<file path="config.mk">
export PLATFORM = sky130hd
export DESIGN_NAME = move_instruction_decoder
export DESIGN_NICKNAME = d
export VERILOG_FILES = /design/src/pkg/move_core_pkg.sv /design/src/core/move_field_decode.sv /design/src/core/move_instruction_decoder.sv
export SDC_FILE = /design/constraint.sdc
export NUM_CORES = 1
export LEC_CHECK = 0
export ABC_AREA = 1
export BUFFER_PORTS_ARGS = -buffer_cell sky130_fd_sc_hd__buf_2
export CORE_ASPECT_RATIO = 0.75
export CORE_UTILIZATION = 55
export CTS_BUF_LIST = sky130_fd_sc_hd__clkbuf_8
export CTS_CLUSTER_SIZE = 24
export DETAILED_ROUTE_END_ITERATION = 8
export GPL_TIMING_DRIVEN = 0
export PLACE_DENSITY = 0.8
export SYNTH_ARGS = -nofsm -noshare
export SYNTH_HDL_FRONTEND = slang
export SYNTH_SLANG_ARGS = --single-unit
export TNS_END_PERCENT = 50
</file>
<file path="constraint.sdc">
create_clock -name MCLK -period 4.7 [get_ports MCLK]
set_input_delay 0.94 -clock MCLK [delete_from_list [all_inputs] [get_ports MCLK]]
set_output_delay 0.94 -clock MCLK [all_outputs]
set_load 0.05 [all_outputs]
</file>
<file path="src/pkg/move_core_pkg.sv">
// Constants and carrier types for the move instruction decoder
package move_core_pkg;
	// Instruction word fields
	localparam int FMT_BIT = 15;
	localparam int SRC_LSB = 0;
	localparam int DST_LSB = 8;
	localparam int DST_IDX_LSB = 12;
	// Module specifiers
	localparam logic [3:0] MOD_AP = 4'h8;
	localparam logic [3:0] MOD_ACC = 4'h9;
	localparam logic [3:0] MOD_PREFIX = 4'hb;
	localparam logic [3:0] MOD_IP = 4'hc;
	localparam logic [3:0] MOD_STACK = 4'hd;
	localparam logic [3:0] MOD_DPC = 4'he;
	localparam logic [3:0] MOD_DP = 4'hf;
	// Register indices
	localparam logic [4:0] IDX_IP = 5'h00;
	localparam logic [4:0] IDX_STK_TOP = 5'h01;
	localparam logic [4:0] IDX_PUSH = 5'h00;
	localparam logic [4:0] IDX_DP0 = 5'h03;
	localparam logic [4:0] IDX_DP1 = 5'h07;
	localparam logic [4:0] IDX_BP = 5'h07;
	localparam logic [4:0] IDX_DPCFG = 5'h04;
	localparam logic [4:0] IDX_MEMMODE = 5'h08;
	localparam logic [4:0] IDX_AP = 5'h00;
	// Resets and sizes
	localparam logic [1:0] STACK_RST = 2'h3;
	localparam int STACK_DEPTH = 4;
	localparam int ACC_COUNT = 16;
	localparam int UROM_WORDS = 2048;
	localparam int PROG_WORDS = 1024;
	localparam int DEE_BYTES = 128;
	localparam int SRAM_BYTES = 64;
	localparam int KEY_WORDS = 16;
	localparam logic [15:0] UROM_BASE = 16'h8000;
	localparam logic [15:0] DATA_IN_CODE_BASE = 16'h0400;
	localparam logic [15:0] CODE_IN_DATA_BASE = 16'h8000;
	localparam logic [15:0] KEY_BASE = 16'h0010;
	// Decoded move
	typedef struct packed {
		logic imm;
		logic [7:0] src;
		logic [3:0] dst_mod;
		logic [4:0] dst_idx;
	} move_t;
	// Memory access request
	typedef struct packed {
		logic rd;
		logic wr;
		logic [15:0] addr;
		logic [15:0] wdata;
	} mem_req_t;
endpackage

</file>
<file path="src/core/move_field_decode.sv">
// Field decoder for one move instruction word
`timescale 1ns/1ps
module move_field_decode (
	// Instruction and prefix
	input wire logic [15:0] instr,
	input wire logic [1:0] prefix,
	// Decoded move
	output move_core_pkg::move_t mv
);
	assign mv.imm = instr[move_core_pkg::FMT_BIT];
	assign mv.src = instr[move_core_pkg::SRC_LSB +: 8];
	assign mv.dst_mod = instr[move_core_pkg::DST_LSB +: 4];
	assign mv.dst_idx = {prefix, instr[move_core_pkg::DST_IDX_LSB +: 3]};
endmodule

</file>
<file path="src/core/move_instruction_decoder.sv">
// Move instruction decoder and single-cycle execution control
`timescale 1ns/1ps
module move_instruction_decoder #(
	parameter int KEY_WORDS = move_core_pkg::KEY_WORDS,
	parameter int STACK_DEPTH = move_core_pkg::STACK_DEPTH
) (
	// Clock and reset
	input wire logic MCLK,
	input wire logic RST_N,
	// Program memory
	output logic [15:0] PROG_ADDR,
	input wire logic [15:0] PROG_DATA,
	// Data memory and peripherals
	output move_core_pkg::mem_req_t DATA_REQ,
	input wire logic [15:0] DATA_RDATA,
	// Peripheral register source read
	output logic [7:0] PERIPH_SRC,
	input wire logic [15:0] PERIPH_RDATA,
	// Peripheral register destination write
	output logic PERIPH_WE,
	output logic [8:0] PERIPH_DST,
	output logic [15:0] PERIPH_WDATA,
	// Password key match and status
	input wire logic KEY_OK,
	output logic CODE_LOCKED,
	output logic [1:0] MEM_MODE,
	output logic [7:0] ACC_OUT
);
	localparam int SW = $clog2(STACK_DEPTH);
	logic [15:0] ip_q, ip_d;
	logic [1:0] pfx_q, pfx_d;
	logic [SW-1:0] sp_q, sp_d;
	logic [15:0] stk_q [STACK_DEPTH];
	logic [15:0] dp_q [3];
	logic [1:0] dpsel_q;
	logic [5:0] dpcfg_q;
	logic [3:0] ap_q;
	logic [7:0] acc_q [move_core_pkg::ACC_COUNT];
	logic [1:0] mode_q;
	logic unlock_q;
	move_core_pkg::move_t mv;

	move_field_decode u_dec (
		.instr(PROG_DATA),
		.prefix(pfx_q),
		.mv(mv)
	);

	// Source decode
	wire [3:0] smod = mv.src[3:0];
	wire [4:0] sidx = {1'b0, mv.src[7:4]};
	wire src_acc = !mv.imm && smod == move_core_pkg::MOD_ACC;
	wire src_ip = !mv.imm && smod == move_core_pkg::MOD_IP;
	wire src_pop = !mv.imm && smod == move_core_pkg::MOD_STACK && sidx == move_core_pkg::IDX_PUSH;
	wire src_sp = !mv.imm && smod == move_core_pkg::MOD_STACK && sidx == move_core_pkg::IDX_STK_TOP;
	wire src_mem = !mv.imm && smod == move_core_pkg::MOD_DP;
	wire src_per = !mv.imm && !(src_acc | src_ip | src_pop | src_sp | src_mem);
	wire [15:0] src_val = mv.imm ? {8'h00, mv.src} :
		src_acc ? {8'h00, acc_q[sidx[3:0]]} :
		src_ip ? ip_q :
		src_pop ? stk_q[sp_q] :
		src_sp ? {{(16 - SW){1'b0}}, sp_q} :
		src_mem ? DATA_RDATA : PERIPH_RDATA;

	// Destination decode
	wire [3:0] dm = mv.dst_mod;
	wire [4:0] di = mv.dst_idx;
	wire d_ap = dm == move_core_pkg::MOD_AP && di == move_core_pkg::IDX_AP;
	wire d_mode = dm == move_core_pkg::MOD_AP && di == move_core_pkg::IDX_MEMMODE;
	wire d_acc = dm == move_core_pkg::MOD_ACC && di < 5'd16;
	wire d_pfx = dm == move_core_pkg::MOD_PREFIX && di < 5'd8;
	wire d_jump = dm == move_core_pkg::MOD_IP && di == move_core_pkg::IDX_IP;
	wire d_push = dm == move_core_pkg::MOD_STACK && di == move_core_pkg::IDX_PUSH;
	wire d_sp = dm == move_core_pkg::MOD_STACK && di == move_core_pkg::IDX_STK_TOP;
	wire d_dpcfg = dm == move_core_pkg::MOD_DPC && di == move_core_pkg::IDX_DPCFG;
	wire d_bp = dm == move_core_pkg::MOD_DPC && di == move_core_pkg::IDX_BP;
	wire d_dp0 = dm == move_core_pkg::MOD_DP && di == move_core_pkg::IDX_DP0;
	wire d_dp1 = dm == move_core_pkg::MOD_DP && di == move_core_pkg::IDX_DP1;
	wire d_mem = dm == move_core_pkg::MOD_DP && di == 5'h00;
	wire d_core = dm[3];
	// Peripheral writes only below core modules
	wire d_per = !d_core;
	wire [7:0] alu_b = src_val[7:0];

	// Pointer step: cfg bit 2*ds enable, bit 2*ds+1 down, bit5 pre
	wire [1:0] ds = dpsel_q == 2'd3 ? 2'd0 : dpsel_q;
	wire [1:0] dcfg = dpcfg_q[2*ds +: 2];
	wire [15:0] dp_step = dcfg[1] ? dp_q[ds] - 16'h0001 : dp_q[ds] + 16'h0001;
	wire mem_acc = src_mem | d_mem;
	wire pre_step = dcfg[0] && dpcfg_q[5];
	wire [15:0] dp_addr = pre_step ? dp_step : dp_q[ds];

	// Data into code space in mode bit0
	wire [15:0] data_addr_mapped = dp_addr - move_core_pkg::DATA_IN_CODE_BASE;
	// Program words end where data begins
	wire past_code = ip_q >= 16'(move_core_pkg::PROG_WORDS);
	wire fetch_data = mode_q[0] && past_code && ip_q < move_core_pkg::UROM_BASE;
	// Code into data space in mode bit1
	wire mem_is_code = mode_q[1] && dp_addr >= move_core_pkg::CODE_IN_DATA_BASE;
	wire [15:0] code_off = dp_addr - move_core_pkg::CODE_IN_DATA_BASE;
	wire key_area = code_off >= move_core_pkg::KEY_BASE
		&& code_off < move_core_pkg::KEY_BASE + 16'(KEY_WORDS);
	wire mem_allowed = !(mem_is_code && key_area && !unlock_q);

	// Fetch address is IP, less the data base when fetching data in mode bit0
	assign PROG_ADDR = fetch_data ? ip_q - move_core_pkg::DATA_IN_CODE_BASE : ip_q;
	assign DATA_REQ.rd = src_mem && mem_allowed;
	assign DATA_REQ.wr = d_mem && mem_allowed;
	assign DATA_REQ.addr = mem_is_code ? dp_addr : data_addr_mapped + move_core_pkg::DATA_IN_CODE_BASE;
	assign DATA_REQ.wdata = src_val;
	assign PERIPH_SRC = src_per ? mv.src : 8'h00;
	assign PERIPH_WE = d_per;
	assign PERIPH_DST = {dm, di};
	assign PERIPH_WDATA = src_val;
	assign CODE_LOCKED = !unlock_q;
	assign MEM_MODE = mode_q;
	assign ACC_OUT = acc_q[ap_q];

	// Prefix taken only from this instruction
	assign pfx_d = d_pfx ? src_val[1:0] : 2'b00;
	assign ip_d = d_jump ? src_val : ip_q + 16'h0001;
	assign sp_d = d_push ? sp_q + SW'(1) : src_pop ? sp_q - SW'(1) :
		d_sp ? src_val[SW-1:0] : sp_q;

	always_ff @(posedge MCLK or negedge RST_N) begin
		if (!RST_N) begin
			ip_q <= 16'h0000;
			pfx_q <= 2'b00;
			sp_q <= SW'(move_core_pkg::STACK_RST);
		end else begin
			ip_q <= ip_d;
			pfx_q <= pfx_d;
			sp_q <= sp_d;
		end
	end

	always_ff @(posedge MCLK or negedge RST_N) begin
		if (!RST_N) begin
			for (int i = 0; i < STACK_DEPTH; i++) stk_q[i] <= 16'h0000;
		end else if (d_push) begin
			stk_q[sp_q + SW'(1)] <= src_val;
		end
	end

	always_ff @(posedge MCLK or negedge RST_N) begin
		if (!RST_N) begin
			for (int i = 0; i < 3; i++) dp_q[i] <= 16'h0000;
			dpsel_q <= 2'd0;
			dpcfg_q <= 6'h00;
		end else begin
			if (d_dp0) begin
				dp_q[0] <= src_val;
				dpsel_q <= 2'd0;
			end else if (d_dp1) begin
				dp_q[1] <= src_val;
				dpsel_q <= 2'd1;
			end else if (d_bp) begin
				dp_q[2] <= src_val;
				dpsel_q <= 2'd2;
			end else if (mem_acc && dcfg[0]) begin
				dp_q[ds] <= dp_step;
			end
			if (d_dpcfg) dpcfg_q <= src_val[5:0];
		end
	end

	always_ff @(posedge MCLK or negedge RST_N) begin
		if (!RST_N) begin
			for (int i = 0; i < move_core_pkg::ACC_COUNT; i++) acc_q[i] <= 8'h00;
			ap_q <= 4'h0;
		end else begin
			if (d_acc) acc_q[di[3:0]] <= alu_b;
			if (d_ap) ap_q <= src_val[3:0];
		end
	end

	always_ff @(posedge MCLK or negedge RST_N) begin
		if (!RST_N) begin
			mode_q <= 2'b00;
			unlock_q <= 1'b0;
		end else begin
			if (d_mode) mode_q <= src_val[1:0];
			if (KEY_OK) unlock_q <= 1'b1;
		end
	end
endmodule

</file>
Word-level counts from Yosys, hierarchy flattened. Index checks and enable logic that the tools add are counted.

$add $sub $neg: 9. Order comparisons: 16. Eq/ne operators: 21. Shift operators: 1. Mux-type cells: 47. Bitwise operators: 13. Reduce and logical (&&, ||, !) cells: 47.

Operators by type and width (number): two-way mux 16 bit (21); bitwise mux 128 bit (1); binary-select mux 16 bit (select 2 bit) (2); binary-select mux 8 bit (select 4 bit) (2); bitwise mux 64 bit (1); demux 16 bit (select 2 bit) (2); bitwise mux 48 bit (1); two-way mux 48 bit (1); two-way mux 8 bit (6); == test 4 bit, second input constant (11); adder 16 x 1 -> 16 bit, second input constant (2); demux 8 bit (select 4 bit) (1); logical AND 1 bit (32); two-way mux 32 bit (1); subtractor 16 x 11 -> 16 bit, second input constant (2); adder 16 x 11 -> 16 bit, second input constant (1); greater-or-equal comparator 16 x 11 -> 1 bit, second input constant (1); greater-or-equal comparator 16 bit, second input constant (1); greater-or-equal comparator 16 x 5 -> 1 bit, second input constant (1); < comparator 16 bit, second input constant (1); < comparator 16 x 6 -> 1 bit, second input constant (1); two-way mux 2 bit (8); subtractor 16 x 1 -> 16 bit, second input constant (1); subtractor 16 bit, second input constant (1); other kinds (26) (52).

Flip-flop bits (word level): 275. Input bits: 51. Output and inout port bits: 95. Logic and storage cells: 185.

Longest topological paths before layout.
Depth after elaboration: 16. Depth in mapped cells: 26. Mapped depth without buffers: 24.

Modules after synthesis. A second synthesis with hierarchy kept.

Cells, all modules: 2324. Area total of the unflattened synthesis: 17017.6 µm².

By module, submodules not included: move_instruction_decoder (instances 1, cells an instance 2306, area each 16882.4 µm², seq. area each 6884.1 µm²); move_field_decode (instances 1, cells an instance 18, area each 135.1 µm², seq. area each 0.0 µm²).

Worst setup path before layout. OpenSTA, ideal clock, no wires.

Path type: reg2out. Start point: register dpsel_q[0]. End point: output DATA_REQ[32] (netlist name). Arrival: 3.870 ns. Required time: 3.760 ns. Slack: -0.110 ns. Stages on the path, launching flop included: 22. Path buffers: 2. Path through: dfrtp_1 -> inv_1 -> ha_1 -> buf_6 -> inv_6 -> buf_2 -> o21ai_0 -> o21ai_0 -> ha_1 -> a21oi_1 -> nand2_1 -> nand3_1 -> nand2_1 -> nand2_1 -> nand2_1 -> o21ai_1 -> nor2_1 -> nand2_1 -> nor2_1 -> nand2_1 -> nor2_2 -> nor2_1.

RTL lines: start, declared (RTL line move_instruction_decoder.sv:35) `logic [1:0] dpsel_q;`; start signal, assigned (RTL line move_instruction_decoder.sv:148) `dpsel_q <= 2'd0;`; start signal, assigned (RTL line move_instruction_decoder.sv:153) `dpsel_q <= 2'd0;`; start signal, assigned (RTL line move_instruction_decoder.sv:156) `dpsel_q <= 2'd1;`; end, declared (RTL line move_instruction_decoder.sv:14) `output move_core_pkg::mem_req_t DATA_REQ,`.

==> results.json <==
{
  "cts_made_buffers": 45,
  "cts_root_buf": "clkbuf_8",
  "hold_path_class": "input pin to async pin",
  "synth.top_cell.area_share_pct": 40.3,
  "worstPathArrival_ns": 3.97,
  "nFillCells": 2675,
  "antenna_found_initial": 1,
  "dieArea_mm2": 0.0315,
  "crit_fanout": 8,
  "grt_pass1_wl_um": 102000,
  "netlist_top_cells_area": "dfrtp_1 40%, nand2_1 13%, o21ai_0 9.5%, inv_1 6.0%, a21oi_1 4.8%",
  "syn_to_final_growth_pct": 17.9,
  "synth_edf_count": 0,
  "grt_usage_pct": 43.6,
  "initial_utilization_pct": 56.1,
  "layout_common_cells": "550 x nand2_1, 312 x o21ai_0, 281 x inv_1, 272 x dfrtp_1, 165 x buf_2",
  "utilization_pct": 66.1,
  "synthesis.instances": 2313,
  "synth.distinct_cells": 56,
  "wl_per_cell_um": 22.9,
  "power_density_mw_per_mm2": 521,
  "dieHeight_um": 154,
  "synth_top_area_cell": "dfrtp_1",
  "cts_max_level": 2,
  "rsz0062_at_grt": "true",
  "vias": 18392,
  "fin_skew_ns": 0.0353,
  "finalSetupTns_ns": -0.478,
  "core-area_mm2": 0.0302,
  "first_pass_iters": 6,
  "final_common_cell": "nand2_1",
  "power.leakage_nw": 9.81,
  "endpoint_kind": "output port",
  "synth_nets": 2386,
  "synth-seq-area-share_pct": 40.7,
  "worstSetupStartpoint": "dpsel_q[0]",
  "ys_warn_count": 0,
  "clock_latency_ns": 0.61,
  "first_iter_violations": 2948,
  "slew_headroom_pct": 30.7,
  "final_cell_area_mm2": 0.0200,
  "drt_wl_total_um": 68400,
  "period_needed_ns": 4.91,
  "required_ns": 3.76,
  "portBuffers": 142,
  "placed_cell_area_mm2": 0.0182,
  "hold_violations": 0,
  "die_x_um": 205,
  "io_pins": 146,
  "worstSetupPathType": "flop to output port",
  "r2r-start": "dpsel_q[0]",
  "dp_hpwl_um": 48700,
  "setup_violations": 5,
  "antenna_left": 0,
  "regToRegSetupSlack_ns": 1.50,
  "first_global_vias": 17019,
  "reg2reg_to": "dp_q[12]",
  "cts_buffer_depth": 3,
  "finalMaxSlewViolations": 0,
  "reg2regPathDepth": 19,
  "num-nets-final": 2624,
  "clkTransAtPathRegs_ns": 0.06,
  "post-route-period-util_pct": 104,
  "drc": 0,
  "fmax_mhz": 204,
  "cts_tree": "yes",
  "rows": 55,
  "worst_pin_slew_ns": 1.04,
  "maxCapViolCount": 0,
  "grt-ovfl-total": 0,
  "status": "finished with violations",
  "synthFlopType": "dfrtp_1",
  "clock_sinks": 275,
  "failed_checks": "negative setup slack",
  "drive_above_1_share_pct": 19.4,
  "crit_path_start_kind": "flop",
  "post_drt_via_cell_ratio": 6.16,
  "grt_max_degree": 121,
  "gp_congestion": 1.04,
  "synth.avg_cell_area_um2": 7.32,
  "synth-async-reset-ratio_pct": 100,
  "ys_seq_elements": 275,
  "worst_slack_ns": -0.205,
  "syn-cell-area_mm2": 0.0169,
  "ir_worst_vdd_v": 0.000338
}
==> metal layers <==
metal  wire [um]  GRT usage, %  vias to the layer above
met5           0             0                        -
li1            -             -                     8137
met4        2330          14.5                        0
met3       10700          15.7                      180
met2       27800          60.1                     1325
met1       27600          62.6                     8750
==> kinds of logic after synthesis <==
kind of cell	share of synthesized area [%]
flops	40.7
xor+xnor	0.879
simple gates	22.2
mux	0.266
compound gates	22.1
fa+ha+maj	1.67
buf+inv	12.2
==> flip-flops by register name, indices dropped and copies added (netlist names), 4 cells and up <==
name     count
stk_q       64
ap_q         4
ip_q        16
acc_q      128
dp_q        48
dpcfg_q      6
==> cell type report <==
cell class | instances | area (um2) | area share, %
flip-flops and latches | 275 | 6890 | 34.5
multi-input cells | 1587 | 8400 | 42.1
clock buffers | 57 | 785 | 3.93
clock inverters | 23 | 100 | 0.501
repair buffers | 193 | 1190 | 5.96
diodes | 1 | 2.50 | 0.0125
inverters | 286 | 1090 | 5.46
well taps | 399 | 499 | 2.50
plain buffers | 163 | 1010 | 5.06
==> worst max-delay path, cell delays in order, from the launching register on <==
cell      delay, ns
dfrtp_2        0.45
inv_2          0.09
ha_4           0.20
inv_8          0.08
nor2_4         0.17
buf_8          0.18
a32oi_4        0.07
fa_2           0.38
o21bai_1       0.24
nand2_1        0.13
nand2_2        0.13
nand3b_1       0.18
nand3_2        0.13
nand3_1        0.11
o21ai_2        0.10
nand3_1        0.11
nor2_2         0.15
nand2_2        0.09
nor2_4         0.15
nor2_2         0.07
buf_6          0.15
==> worst max path at each step <==
stage,cells past startpoint,end,slack (ns)
CTS,26,DATA_REQ[32],-0.05
finish,20,DATA_REQ[32],-0.21
global placement,1,dp_q[9],-2.34
global route,25,DATA_REQ[32],-0.32
detailed placement,22,DATA_REQ[33],-0.07
floorplan,21,DATA_REQ[32],0.17
==> through the flow <==
step | total power (W) | instances | hold slack (ns) | setup slack, ns
3_3_place_gp | 0.00734 | 2854 | 0.453 | -2.34
3_5_place_dp | 0.00741 | 2856 | 0.468 | -0.0731
6_report | 0.0104 | 2984 | 0.241 | -0.205
5_1_grt | 0.0109 | 2983 | 0.257 | -0.323
2_1_floorplan | 0.00609 | 2313 | 0.440 | 0.170
4_1_cts | 0.00996 | 2973 | 0.249 | -0.0463
==> synth_stat cells (2+ instances only) <==
cell type    n
o22ai_1      9
nor2_1     123
o21ai_1     27
xor2_1      16
clkbuf_1    60
inv_2        7
a21oi_2      2
nand3b_1     2
o221ai_1    60
a32o_1       6
o21a_1       2
o21ai_0    321
nand3_2      6
nor4_1       2
nand4_1     17
and3_1       2
ha_1        21
nor2_2       6
buf_1        7
buf_4       46
dfstp_2      2
nand2_2     16
a32oi_1      2
inv_1      271
clkinv_1     5
a31oi_1     15
o21ai_2      5
nand3_1    114
nor2_4       7
buf_6       20
a22oi_1      5
or2_2        2
o31ai_1      3
nor3_1      13
nand2_1    571
dfrtp_1    273
a21oi_1    161
o211ai_2     2
nor3_2       3
mux2_2       4
buf_2       32
o211ai_1    31
==> what timing repair did <==
action,4_1_cts,5_1_grt
setup buffers,36,12
hold buffers,0,0
endpoints found under the setup margin,13,21
resized for setup,80,46
pin swaps,34,20
gates cloned,1,0
==> report_power, final <==
group,switching (W),internal (W)
logic,0.00367,0.00166
registers,0.000238,0.00271
clock network,0.00104,0.00109
Note: power is estimated with default switching activity, not from simulation.
